$ cat config.mk
export PLATFORM = sky130hd
export DESIGN_NAME = edac_ctrl
export DESIGN_NICKNAME = d
export VERILOG_FILES = /design/src/pkg/edac_pkg.sv /design/src/rtl/edac_ctrl.sv /design/src/rtl/edac_store.sv /design/src/rtl/edac_wtimer.sv
export VERILOG_INCLUDE_DIRS = /design/src /design/src/pkg
export SDC_FILE = /design/constraint.sdc
export NUM_CORES = 1
export LEC_CHECK = 0
export BUFFER_PORTS_ARGS = -buffer_cell sky130_fd_sc_hd__buf_2
export CAP_MARGIN = 40
export CORE_MARGIN = 2
export CORE_UTILIZATION = 58
export CTS_BUF_LIST = sky130_fd_sc_hd__clkbuf_8
export DETAILED_ROUTE_END_ITERATION = 8
export PLACE_DENSITY = 0.76
export SYNTH_ARGS = -nofsm -noshare
export SYNTH_HDL_FRONTEND = slang
export SYNTH_SLANG_ARGS = --single-unit
$ cat constraint.sdc
create_clock -name ref_clk -period 2.1 [get_ports ref_clk]
set_clock_uncertainty 0.2 [all_clocks]
set_input_delay 0.42 -clock ref_clk [delete_from_list [all_inputs] [get_ports ref_clk]]
set_output_delay 0.42 -clock ref_clk [all_outputs]
set_load 0.005 [all_outputs]
$ cat src/pkg/edac_consts.svh
// edac_consts.svh: constants for the non-volatile data access controller
// assumes inclusion by the package and the rtl files by bare name
`ifndef EDAC_CONSTS_SVH
`define EDAC_CONSTS_SVH

// ==========================================================
// register map
`define EDAC_CTRL_OFFSET 8'h40
`define EDAC_ADDR_OFFSET 8'h1E
`define EDAC_DATA_OFFSET 8'h1F
`define EDAC_BP_OFFSET 8'h04
`define EDAC_PTR_OFFSET 8'h03
`define EDAC_IAR_OFFSET 8'h02
`define EDAC_CTRL_BANK 1'h1

// ==========================================================
// control fields
`define EDAC_BIT_WPERMIT 3
`define EDAC_BIT_WSTART 2
`define EDAC_BIT_RPERMIT 1
`define EDAC_BIT_RSTART 0

// ==========================================================
// reset values
`define EDAC_ADDR_RESET 5'h00
`define EDAC_DATA_RESET 8'h00
`define EDAC_CTRL_RESET 4'h0
`define EDAC_BP_RESET 1'h0
`define EDAC_PTR_RESET 8'h00

// ==========================================================
// timing
`define EDAC_READ_CYCLES 4
`define EDAC_WRITE_TICKS 16
`define EDAC_TIMER_DIV 8

`endif

$ cat src/pkg/edac_pkg.sv
// edac_pkg.sv: types shared by the controller files
// assumes edac_consts.svh is on the include path
package edac_pkg;
`include "edac_consts.svh"

    typedef struct packed
    {
        logic wr;
        logic rd;
        logic [7:0] addr;
        logic [7:0] wdata;
    } edac_sfr_s;

    typedef struct packed
    {
        logic write_permit;
        logic wstart;
        logic read_permit;
        logic rstart;
    } edac_ctrl_s;

    typedef enum logic [2:0]
    {
        EDAC_IDLE = 3'h1,
        EDAC_READ = 3'h2,
        EDAC_WRITE = 3'h4
    } edac_state_e;
endpackage

$ cat src/rtl/edac_ctrl.sv
// edac_ctrl.sv: register-side controller for the 32-byte data store
// assumes a core that drives single-cycle sfr reads and writes, synchronous
// Function
// 32 bytes, one byte per access
// address register: 5 bits, upper zero
// data register 8 bits, resets zero
// address and data reachable directly
// control at 40H bank 1, indirect
// write permit zero refuses writes
// write start needs permit; self-clears
// read permit zero refuses reads
// read start needs permit; self-clears
// software sets permits before starts
// software never sets both starts
// read: permit, address, start, poll
// read data loaded before start clears
// data held until next access
// write: permit, address, data, start
// write length set by own timer
// completion: start clears, request raised
// reset clears permit and bank
// software keeps write permit cleared
// done flag set, cleared on service
// write start right after permit
// bank bit steers indirect accesses
// read takes fixed parameter cycles
// write length parameter, synchronised done
// cycle latches location and byte
`timescale 1ns/1ps
`include "edac_consts.svh"
module edac_ctrl
    import edac_pkg::*;
#(
    parameter int DEPTH = 32,
    parameter int READ_CYCLES = `EDAC_READ_CYCLES,
    parameter int WRITE_TICKS = `EDAC_WRITE_TICKS,
    parameter int TIMER_DIV = `EDAC_TIMER_DIV
)
(
    input wire logic ref_clk,
    input wire logic reset_n,
    input wire edac_sfr_s sfr,
    input wire logic irq_ack,
    output logic [7:0] sfr_rdata,
    output logic write_done_flag,
    output logic busy
);
    localparam int AW = $clog2(DEPTH);

    logic [AW-1:0] rom_address_reg;
    logic [7:0] rom_data_reg;
    edac_ctrl_s rom_control_reg;
    logic bank_select_bit;
    logic [7:0] indirect_pointer_one;
    edac_state_e state_reg;
    edac_state_e state_next;
    logic [7:0] rcnt_reg;
    logic [AW-1:0] cyc_addr_reg;
    logic [7:0] cyc_data_reg;
    logic flag_reg;
    logic [7:0] store_rdata;
    logic wdone;
    logic store_we;

    // ==========================================================
    // address decode
    function automatic logic hit(input logic [7:0] a, input logic [7:0] off);
        hit = (a == off);
    endfunction

    wire ctrl_sel = hit(sfr.addr, `EDAC_IAR_OFFSET) && bank_select_bit == `EDAC_CTRL_BANK
        && indirect_pointer_one == `EDAC_CTRL_OFFSET;
    wire ctrl_wr = sfr.wr && ctrl_sel;
    wire addr_wr = sfr.wr && hit(sfr.addr, `EDAC_ADDR_OFFSET);
    wire data_wr = sfr.wr && hit(sfr.addr, `EDAC_DATA_OFFSET);
    wire bp_wr = sfr.wr && hit(sfr.addr, `EDAC_BP_OFFSET);
    wire ptr_wr = sfr.wr && hit(sfr.addr, `EDAC_PTR_OFFSET);
    wire idle = (state_reg == EDAC_IDLE);
    wire go_write = idle && ctrl_wr && sfr.wdata[`EDAC_BIT_WSTART]
        && rom_control_reg.write_permit;
    wire go_read = idle && ctrl_wr && sfr.wdata[`EDAC_BIT_RSTART] && !go_write
        && rom_control_reg.read_permit;
    wire read_end = (state_reg == EDAC_READ) && rcnt_reg == 8'(READ_CYCLES - 1);
    wire write_end = (state_reg == EDAC_WRITE) && wdone;

    // ==========================================================
    // state machine
    always_comb
    begin
        case (state_reg)
            EDAC_IDLE: state_next = go_write ? EDAC_WRITE : (go_read ? EDAC_READ : EDAC_IDLE);
            EDAC_READ: state_next = read_end ? EDAC_IDLE : EDAC_READ;
            EDAC_WRITE: state_next = write_end ? EDAC_IDLE : EDAC_WRITE;
            default: state_next = EDAC_IDLE;
        endcase
    end

    always_ff @(posedge ref_clk)
    begin
        if (!reset_n)
            state_reg <= EDAC_IDLE;
        else
            state_reg <= state_next;
    end

    always_ff @(posedge ref_clk)
    begin
        if (!reset_n || idle)
            rcnt_reg <= 8'h00;
        else if (state_reg == EDAC_READ)
            rcnt_reg <= rcnt_reg + 8'h01;
    end

    // ==========================================================
    // cycle latches, immune to later register writes
    always_ff @(posedge ref_clk)
    begin
        if (!reset_n)
        begin
            cyc_addr_reg <= `EDAC_ADDR_RESET;
            cyc_data_reg <= `EDAC_DATA_RESET;
        end
        else if (go_write || go_read)
        begin
            cyc_addr_reg <= rom_address_reg;
            cyc_data_reg <= rom_data_reg;
        end
    end

    // ==========================================================
    // registers
    always_ff @(posedge ref_clk)
    begin
        if (!reset_n)
            rom_address_reg <= `EDAC_ADDR_RESET;
        else if (addr_wr)
            rom_address_reg <= sfr.wdata[AW-1:0];
    end

    always_ff @(posedge ref_clk)
    begin
        if (!reset_n)
            rom_data_reg <= `EDAC_DATA_RESET;
        else if (read_end)
            rom_data_reg <= store_rdata;
        else if (data_wr)
            rom_data_reg <= sfr.wdata;
    end

    always_ff @(posedge ref_clk)
    begin
        if (!reset_n)
        begin
            bank_select_bit <= `EDAC_BP_RESET;
            indirect_pointer_one <= `EDAC_PTR_RESET;
        end
        else
        begin
            if (bp_wr)
                bank_select_bit <= sfr.wdata[0];
            if (ptr_wr)
                indirect_pointer_one <= sfr.wdata;
        end
    end

    always_ff @(posedge ref_clk)
    begin
        if (!reset_n)
            rom_control_reg <= `EDAC_CTRL_RESET;
        else
        begin
            if (ctrl_wr)
            begin
                rom_control_reg.write_permit <= sfr.wdata[`EDAC_BIT_WPERMIT];
                rom_control_reg.read_permit <= sfr.wdata[`EDAC_BIT_RPERMIT];
            end
            rom_control_reg.wstart <= (state_next == EDAC_WRITE);
            rom_control_reg.rstart <= (state_next == EDAC_READ);
        end
    end

    // completion request: set wins over service
    always_ff @(posedge ref_clk)
    begin
        if (!reset_n)
            flag_reg <= 1'b0;
        else if (write_end)
            flag_reg <= 1'b1;
        else if (irq_ack)
            flag_reg <= 1'b0;
    end

    // ==========================================================
    // store and timer
    assign store_we = write_end;

    edac_store #(.DEPTH(DEPTH), .AW(AW)) u_store
    (
        .ref_clk(ref_clk),
        .we(store_we),
        .addr(cyc_addr_reg),
        .wdata(cyc_data_reg),
        .rdata(store_rdata)
    );

    edac_wtimer #(.TICKS(WRITE_TICKS), .DIV(TIMER_DIV)) u_timer
    (
        .ref_clk(ref_clk),
        .reset_n(reset_n),
        .start(go_write),
        .done(wdone)
    );

    // ==========================================================
    // read mux
    wire [7:0] ctrl_rd = {4'h0, rom_control_reg};
    assign sfr_rdata = hit(sfr.addr, `EDAC_ADDR_OFFSET) ? 8'(rom_address_reg) :
        hit(sfr.addr, `EDAC_DATA_OFFSET) ? rom_data_reg :
        hit(sfr.addr, `EDAC_BP_OFFSET) ? {7'h00, bank_select_bit} :
        hit(sfr.addr, `EDAC_PTR_OFFSET) ? indirect_pointer_one :
        ctrl_sel ? ctrl_rd : 8'h00;
    assign write_done_flag = flag_reg;
    assign busy = !idle;

    // ==========================================================
    // checks
    property p_wr_refused;
        @(posedge ref_clk) disable iff (!reset_n)
        (ctrl_wr && !rom_control_reg.write_permit && idle) |=> !rom_control_reg.wstart;
    endproperty
    a_wr_refused: assert property (p_wr_refused) else $error("write started without permit");

    property p_rd_refused;
        @(posedge ref_clk) disable iff (!reset_n)
        (ctrl_wr && !rom_control_reg.read_permit && idle) |=> !rom_control_reg.rstart;
    endproperty
    a_rd_refused: assert property (p_rd_refused) else $error("read started without permit");

    property p_rd_len;
        @(posedge ref_clk) disable iff (!reset_n)
        $rose(rom_control_reg.rstart) |-> rom_control_reg.rstart[*4] ##1 !rom_control_reg.rstart;
    endproperty
    a_rd_len: assert property (p_rd_len) else $error("read length wrong");

    property p_rd_data;
        @(posedge ref_clk) disable iff (!reset_n)
        $fell(rom_control_reg.rstart) |-> rom_data_reg == u_store.mem_reg[cyc_addr_reg];
    endproperty
    a_rd_data: assert property (p_rd_data) else $error("read data not loaded");

    property p_wr_flag;
        @(posedge ref_clk) disable iff (!reset_n)
        $fell(rom_control_reg.wstart) |-> write_done_flag;
    endproperty
    a_wr_flag: assert property (p_wr_flag) else $error("no completion request");

    property p_wr_bound;
        @(posedge ref_clk) disable iff (!reset_n)
        $rose(rom_control_reg.wstart) |-> ##[1:200] !rom_control_reg.wstart;
    endproperty
    a_wr_bound: assert property (p_wr_bound) else $error("write never ends");

    property p_one_kind;
        @(posedge ref_clk) disable iff (!reset_n)
        !(rom_control_reg.wstart && rom_control_reg.rstart);
    endproperty
    a_one_kind: assert property (p_one_kind) else $error("both cycles active");

    property p_hold;
        @(posedge ref_clk) disable iff (!reset_n)
        (busy && !read_end) |=> $stable(cyc_addr_reg) && $stable(cyc_data_reg);
    endproperty
    a_hold: assert property (p_hold) else $error("cycle latch changed");

    property p_data_keep;
        @(posedge ref_clk) disable iff (!reset_n)
        (!data_wr && !read_end) |=> $stable(rom_data_reg);
    endproperty
    a_data_keep: assert property (p_data_keep) else $error("data register changed");

    property p_flag_wins;
        @(posedge ref_clk) disable iff (!reset_n)
        write_end |=> write_done_flag;
    endproperty
    a_flag_wins: assert property (p_flag_wins) else $error("completion request lost");

    property p_flag_clr;
        @(posedge ref_clk) disable iff (!reset_n)
        (irq_ack && !write_end) |=> !write_done_flag;
    endproperty
    a_flag_clr: assert property (p_flag_clr) else $error("completion request not cleared");

    property p_addr_upper;
        @(posedge ref_clk) disable iff (!reset_n)
        hit(sfr.addr, `EDAC_ADDR_OFFSET) |-> (sfr_rdata >> AW) == 8'h00;
    endproperty
    a_addr_upper: assert property (p_addr_upper) else $error("address upper bits not zero");

    property p_ctrl_hidden;
        @(posedge ref_clk) disable iff (!reset_n)
        (hit(sfr.addr, `EDAC_IAR_OFFSET) && !ctrl_sel) |-> sfr_rdata == 8'h00;
    endproperty
    a_ctrl_hidden: assert property (p_ctrl_hidden) else $error("control visible outside bank one");

    c_read: cover property (@(posedge ref_clk) disable iff (!reset_n) $fell(rom_control_reg.rstart));
    c_write: cover property (@(posedge ref_clk) disable iff (!reset_n) $fell(rom_control_reg.wstart));
    c_refuse: cover property (@(posedge ref_clk) disable iff (!reset_n)
        ctrl_wr && sfr.wdata[`EDAC_BIT_WSTART] && !rom_control_reg.write_permit);
    c_set_wins: cover property (@(posedge ref_clk) disable iff (!reset_n) write_end && irq_ack);
    c_hidden: cover property (@(posedge ref_clk) disable iff (!reset_n)
        hit(sfr.addr, `EDAC_IAR_OFFSET) && !ctrl_sel);
endmodule

$ cat src/rtl/edac_store.sv
// edac_store.sv: 32 x 8 non-volatile storage array modelled in flip-flops
// assumes one write strobe per cycle from the controller
`timescale 1ns/1ps
module edac_store
    import edac_pkg::*;
#(
    parameter int DEPTH = 32,
    parameter int AW = 5
)
(
    input wire logic ref_clk,
    input wire logic we,
    input wire logic [AW-1:0] addr,
    input wire logic [7:0] wdata,
    output logic [7:0] rdata
);
    logic [7:0] mem_reg [DEPTH];

    // ==========================================================
    // storage: kept through reset, as non-volatile cells are
    always_ff @(posedge ref_clk)
    begin
        if (we)
            mem_reg[addr] <= wdata;
    end

    assign rdata = mem_reg[addr];
endmodule

$ cat src/rtl/edac_wtimer.sv
// edac_wtimer.sv: write-cycle timer on its own slow tick
// assumes start is a one-cycle pulse; the tick is a divided enable
`timescale 1ns/1ps
`include "edac_consts.svh"
module edac_wtimer
    import edac_pkg::*;
#(
    parameter int TICKS = `EDAC_WRITE_TICKS,
    parameter int DIV = `EDAC_TIMER_DIV
)
(
    input wire logic ref_clk,
    input wire logic reset_n,
    input wire logic start,
    output logic done
);
    logic [15:0] div_reg;
    logic [15:0] cnt_reg;
    logic busy_reg;
    logic tick;
    logic done_reg;

    // ==========================================================
    // free-running divider, unrelated in phase to the write start
    assign tick = (div_reg == 16'(DIV - 1));

    always_ff @(posedge ref_clk)
    begin
        if (!reset_n)
            div_reg <= 16'h0000;
        else if (tick)
            div_reg <= 16'h0000;
        else
            div_reg <= div_reg + 16'h0001;
    end

    always_ff @(posedge ref_clk)
    begin
        if (!reset_n)
        begin
            busy_reg <= 1'b0;
            cnt_reg <= 16'h0000;
            done_reg <= 1'b0;
        end
        else
        begin
            done_reg <= 1'b0;
            if (start)
            begin
                busy_reg <= 1'b1;
                cnt_reg <= 16'h0000;
            end
            else if (busy_reg && tick)
            begin
                if (cnt_reg == 16'(TICKS - 1))
                begin
                    busy_reg <= 1'b0;
                    done_reg <= 1'b1;
                end
                else
                    cnt_reg <= cnt_reg + 16'h0001;
            end
        end
    end

    assign done = done_reg;
endmodule

==> results.yml <==
worst_setup_path:
  cp.arrival_ns: 1.98
  cp_num_buf_inv: 1
  r2r_setup_slack_ns: -0.18
  crit_chain: "nor4b_4, and4_1, and2_4, a22oi_2, a31oi_1, buf_2"
  timing.rr.end: "rom_data_reg[3]$_SDFFE_PN0P_"
  cp_max_fo: 4
  crit_family: "simple AND/OR/NAND/NOR gates"
  slowest_stage: "dfxtp_2"
  worstRegToRegCells: 6
  crit_required_ns: 1.48
  worstSetupEndpointType: "output pin"
  crit_path_max_incr_delay_ns: 0.33
  worstSetupPathType: "reg -> out"
  start_kind: "register"
floorplan:
  dieWidth_um: 159.7
  dieArea_sq_um: 25500
  start_util_pct: 59.54
  coreArea_sq_um: 23610
  rows: 56
  die_y_um: 159.7
  ios: 31
placed_design:
  placed_cell_area_sq_um: 15580
  gp_congestion: 0.9174
  dp_hpwl_mm: 20.54
  port_buffers: 29
synth:
  synth.distinct_cells: 60
  synthFlopType: "edfxtp_1"
  netlist_area_sq_um: 14060
  syn_nets: 947
  avgSynthCellArea_sq_um: 15.23
  ys_ff_latch: 346
  synth_cells: 923
  synthArstFlopShare_pct: 0
  synth.yosys.seq_area_share_pct: 67.49
  synth_edf_count: 256
  ys.warnings.count: 0
grt:
  track_usage_pct: 25.37
  grt_start_max_net_pins: 34
  grt_overflow_total: 0
  grt_pass1_wl_mm: 49.98
  grt_pass1_vias: 9134
  antenna_found_initial: 0
routing:
  routed_wl_mm: 32.70
  vias: 9048
  dr.pass1.iters: 6
  drcViolationCount: 0
  drt_iter0_drc: 874
  via_per_inst: 6.114
  antenna_left: 0
  wl_per_cell_um: 22.09
power_and_ir_drop:
  p_int_mw: 9.849
  combPwrFrac_pct: 1.2
  vdd_drop_max_mv: 0.4633
  p_switching_mw: 2.523
  p_seq_share_pct: 58.6
  power_per_cell_area_nw_per_um2: 717.3
  power_frac_clock_pct: 40.2
  p_leak_nw: 5.178
  sw_frac_of_total_pct: 20.39
timing:
  period_share_pct: 124.0
  setup_viol: 16
  final_max_slew_viol_count: 0
  tightest_slew_ns: 0.8463
  min_period_ns: 2.605
  fin_setup_tns_ns: -3.902
  slew_headroom_pct: 43.58
  fmax_mhz: 383.9
  rsz0062_at_grt: "true"
  finalWorstSetupSlack_ns: -0.5048
  hold_viol: 0
job:
  drv_cap: 0
hold_path:
  holdPathEnd: "indirect_pointer_one[0]$_SDFFE_PN0P_"
  worstHoldStart: "sfr[0]"
  hold-path-cell-count: 3
  hp-class: "in -> reg"
layout:
  mostFrequentLayoutCell: "edfxtp_1"
  nNetsFinal: 1147
  layout_common_cells: "edfxtp_1, buf_4, dfxtp_1, clkbuf_8, mux4_2"
  num_antenna_cells: 0
  largest_reg_flops: 256
  areaGrowthSynthToFinish_pct: 22.68
  post_route_cells_drive_above_1_share_pct: 34.28
  finalInstanceArea_sq_um: 17250
cts:
  insertion_delay_ns: 0.58
  clk_path_buf_depth: 3
  h-tree-depth: 2
  cts_buffers: 52
  cts_num_sinks: 346
  clk_pin_slew_ns: 0.06
  clockRootBuffer: "clkbuf_8"
  cts_tree: "built"
status:
  violations: "setup timing"
  status: "complete, but fails checks"
## synthesized netlist by cell type, types with 3 or more instances
| cell | number | area (sq um) |
|---|---|---|
| or3_1 | 20 | 125.1 |
| o22ai_1 | 11 | 68.82 |
| o221ai_1 | 8 | 70.07 |
| nand2b_1 | 6 | 37.54 |
| buf_2 | 16 | 80.08 |
| buf_4 | 5 | 37.54 |
| inv_1 | 7 | 26.28 |
| edfxtp_1 | 256 | 7687 |
| ha_1 | 3 | 37.54 |
| a31o_1 | 3 | 26.28 |
| a2bb2oi_1 | 3 | 26.28 |
| nor4_1 | 10 | 62.56 |
| mux4_2 | 49 | 1104 |
| mux4_1 | 7 | 183.9 |
| a21boi_0 | 25 | 187.7 |
| mux2_2 | 13 | 146.4 |
| nand3_1 | 40 | 200.2 |
| and2_1 | 5 | 31.28 |
| a221o_1 | 5 | 50.05 |
| xnor2_1 | 6 | 52.55 |
| nand4_1 | 16 | 100.1 |
| nand2_1 | 38 | 142.6 |
| clkbuf_1 | 22 | 82.58 |
| o21ai_0 | 44 | 220.2 |
| mux2i_1 | 40 | 400.4 |
| a31oi_1 | 6 | 37.54 |
| xor2_1 | 12 | 105.1 |
| and3_1 | 7 | 43.79 |
| and4_1 | 7 | 61.31 |
| a22o_1 | 3 | 26.28 |
| nor3_1 | 5 | 25.02 |
| nor2_1 | 67 | 251.5 |
| nor2b_1 | 12 | 75.07 |
| nand3b_1 | 5 | 37.54 |
| a21oi_1 | 19 | 95.09 |
| dfxtp_1 | 90 | 1802 |
## worst max path at each step
stage                                                     from                         endpoint  slack, ns  depth (start not counted)
after global placement                                 sfr[11]                     sfr_rdata[2]      -0.28                          7
after floorplan                        state_reg[2]$_SDFF_PN0_  u_store.mem_reg[0][0]$_DFFE_PP_      -0.07                          5
after detailed placement                              register     rom_data_reg[0]$_SDFFE_PN0P_      -0.36                          6
after CTS                 indirect_pointer_one[1]$_SDFFE_PN0P_                     sfr_rdata[3]      -0.50                          6
after global routing      indirect_pointer_one[1]$_SDFFE_PN0P_                     sfr_rdata[3]      -0.58                          6
final                     indirect_pointer_one[1]$_SDFFE_PN0P_                     sfr_rdata[2]      -0.50                          6
## worst min-delay path, cell delays in order
cell	delay [ns]
buf_2	0.16
nand3_1	0.09
a21boi_0	0.09
## power by group through the flow
| stage | clock network [mW] | logic, mW | registers (mW) |
|---|---|---|---|
| 2_1_floorplan | 0 | 0.0554 | 7.40 |
| 3_3_place_gp | 0 | 0.125 | 7.39 |
| 3_5_place_dp | 0 | 0.126 | 7.39 |
| 4_1_cts | 5.04 | 0.137 | 7.25 |
| 5_1_grt | 5.33 | 0.157 | 7.24 |
| 6_report | 4.98 | 0.148 | 7.25 |
## final cells by class
cell class | count | area (sq um)
Sequential cell | 346 | 9515
Timing Repair Buffer | 192 | 1702
Inverter | 7 | 26.28
Tap cell | 319 | 399.1
Multi-Input combinational cell | 524 | 4672
Clock inverter | 37 | 176.4
Fill cell | 1417 | 6365
Clock buffer | 55 | 757.0
## repair_timing
item | 4_1_cts | 5_1_grt
hold buffers | 7 | 0
buffers inserted | 14 | 5
hold endpoints to repair | 10 | 0
pin swaps | 21 | 37
gates resized for setup | 73 | 98
gates cloned | 1 | 1
endpoints found under the setup margin | 172 | 277
## cell families after synthesis
| family | count (synthesis) | synth area share [%] |
|---|---|---|
| AO/OA/AOI/OAI | 137 | 6.336 |
| XOR/XNOR | 18 | 1.121 |
| adder cells (fa/ha/maj) | 3 | 0.2670 |
| buffers and inverters | 54 | 1.940 |
| flip-flops | 346 | 67.49 |
| multiplexers | 109 | 13.05 |
| AND/OR/NAND/NOR | 256 | 9.798 |
## per-stage QoR
step | util (%) | std cells | setup WS [ns] | hold slack (ns) | total power, mW
global route | 73.04 | 1480 | -0.5752 | 0.04873 | 12.73
floorplan | - | 923 | -0.06920 | 0.2152 | 7.451
global placement | 65.98 | 1365 | -0.2786 | 0.2694 | 7.519
CTS | 71.72 | 1478 | -0.5008 | 0.02463 | 12.43
finish | 73.04 | 1480 | -0.5048 | 0.04362 | 12.37
detailed placement | 65.98 | 1365 | -0.3575 | 0.2824 | 7.520
## routing by layer
layer,vias up,wire (um),GRT usage (%)
met5,-,0,0
met4,0,1047,9.421
met3,85,2698,4.857
met2,424,15830,41.01
met1,4491,13130,34.70
li1,4048,-,-
Note: power is estimated with default switching activity, not from simulation.
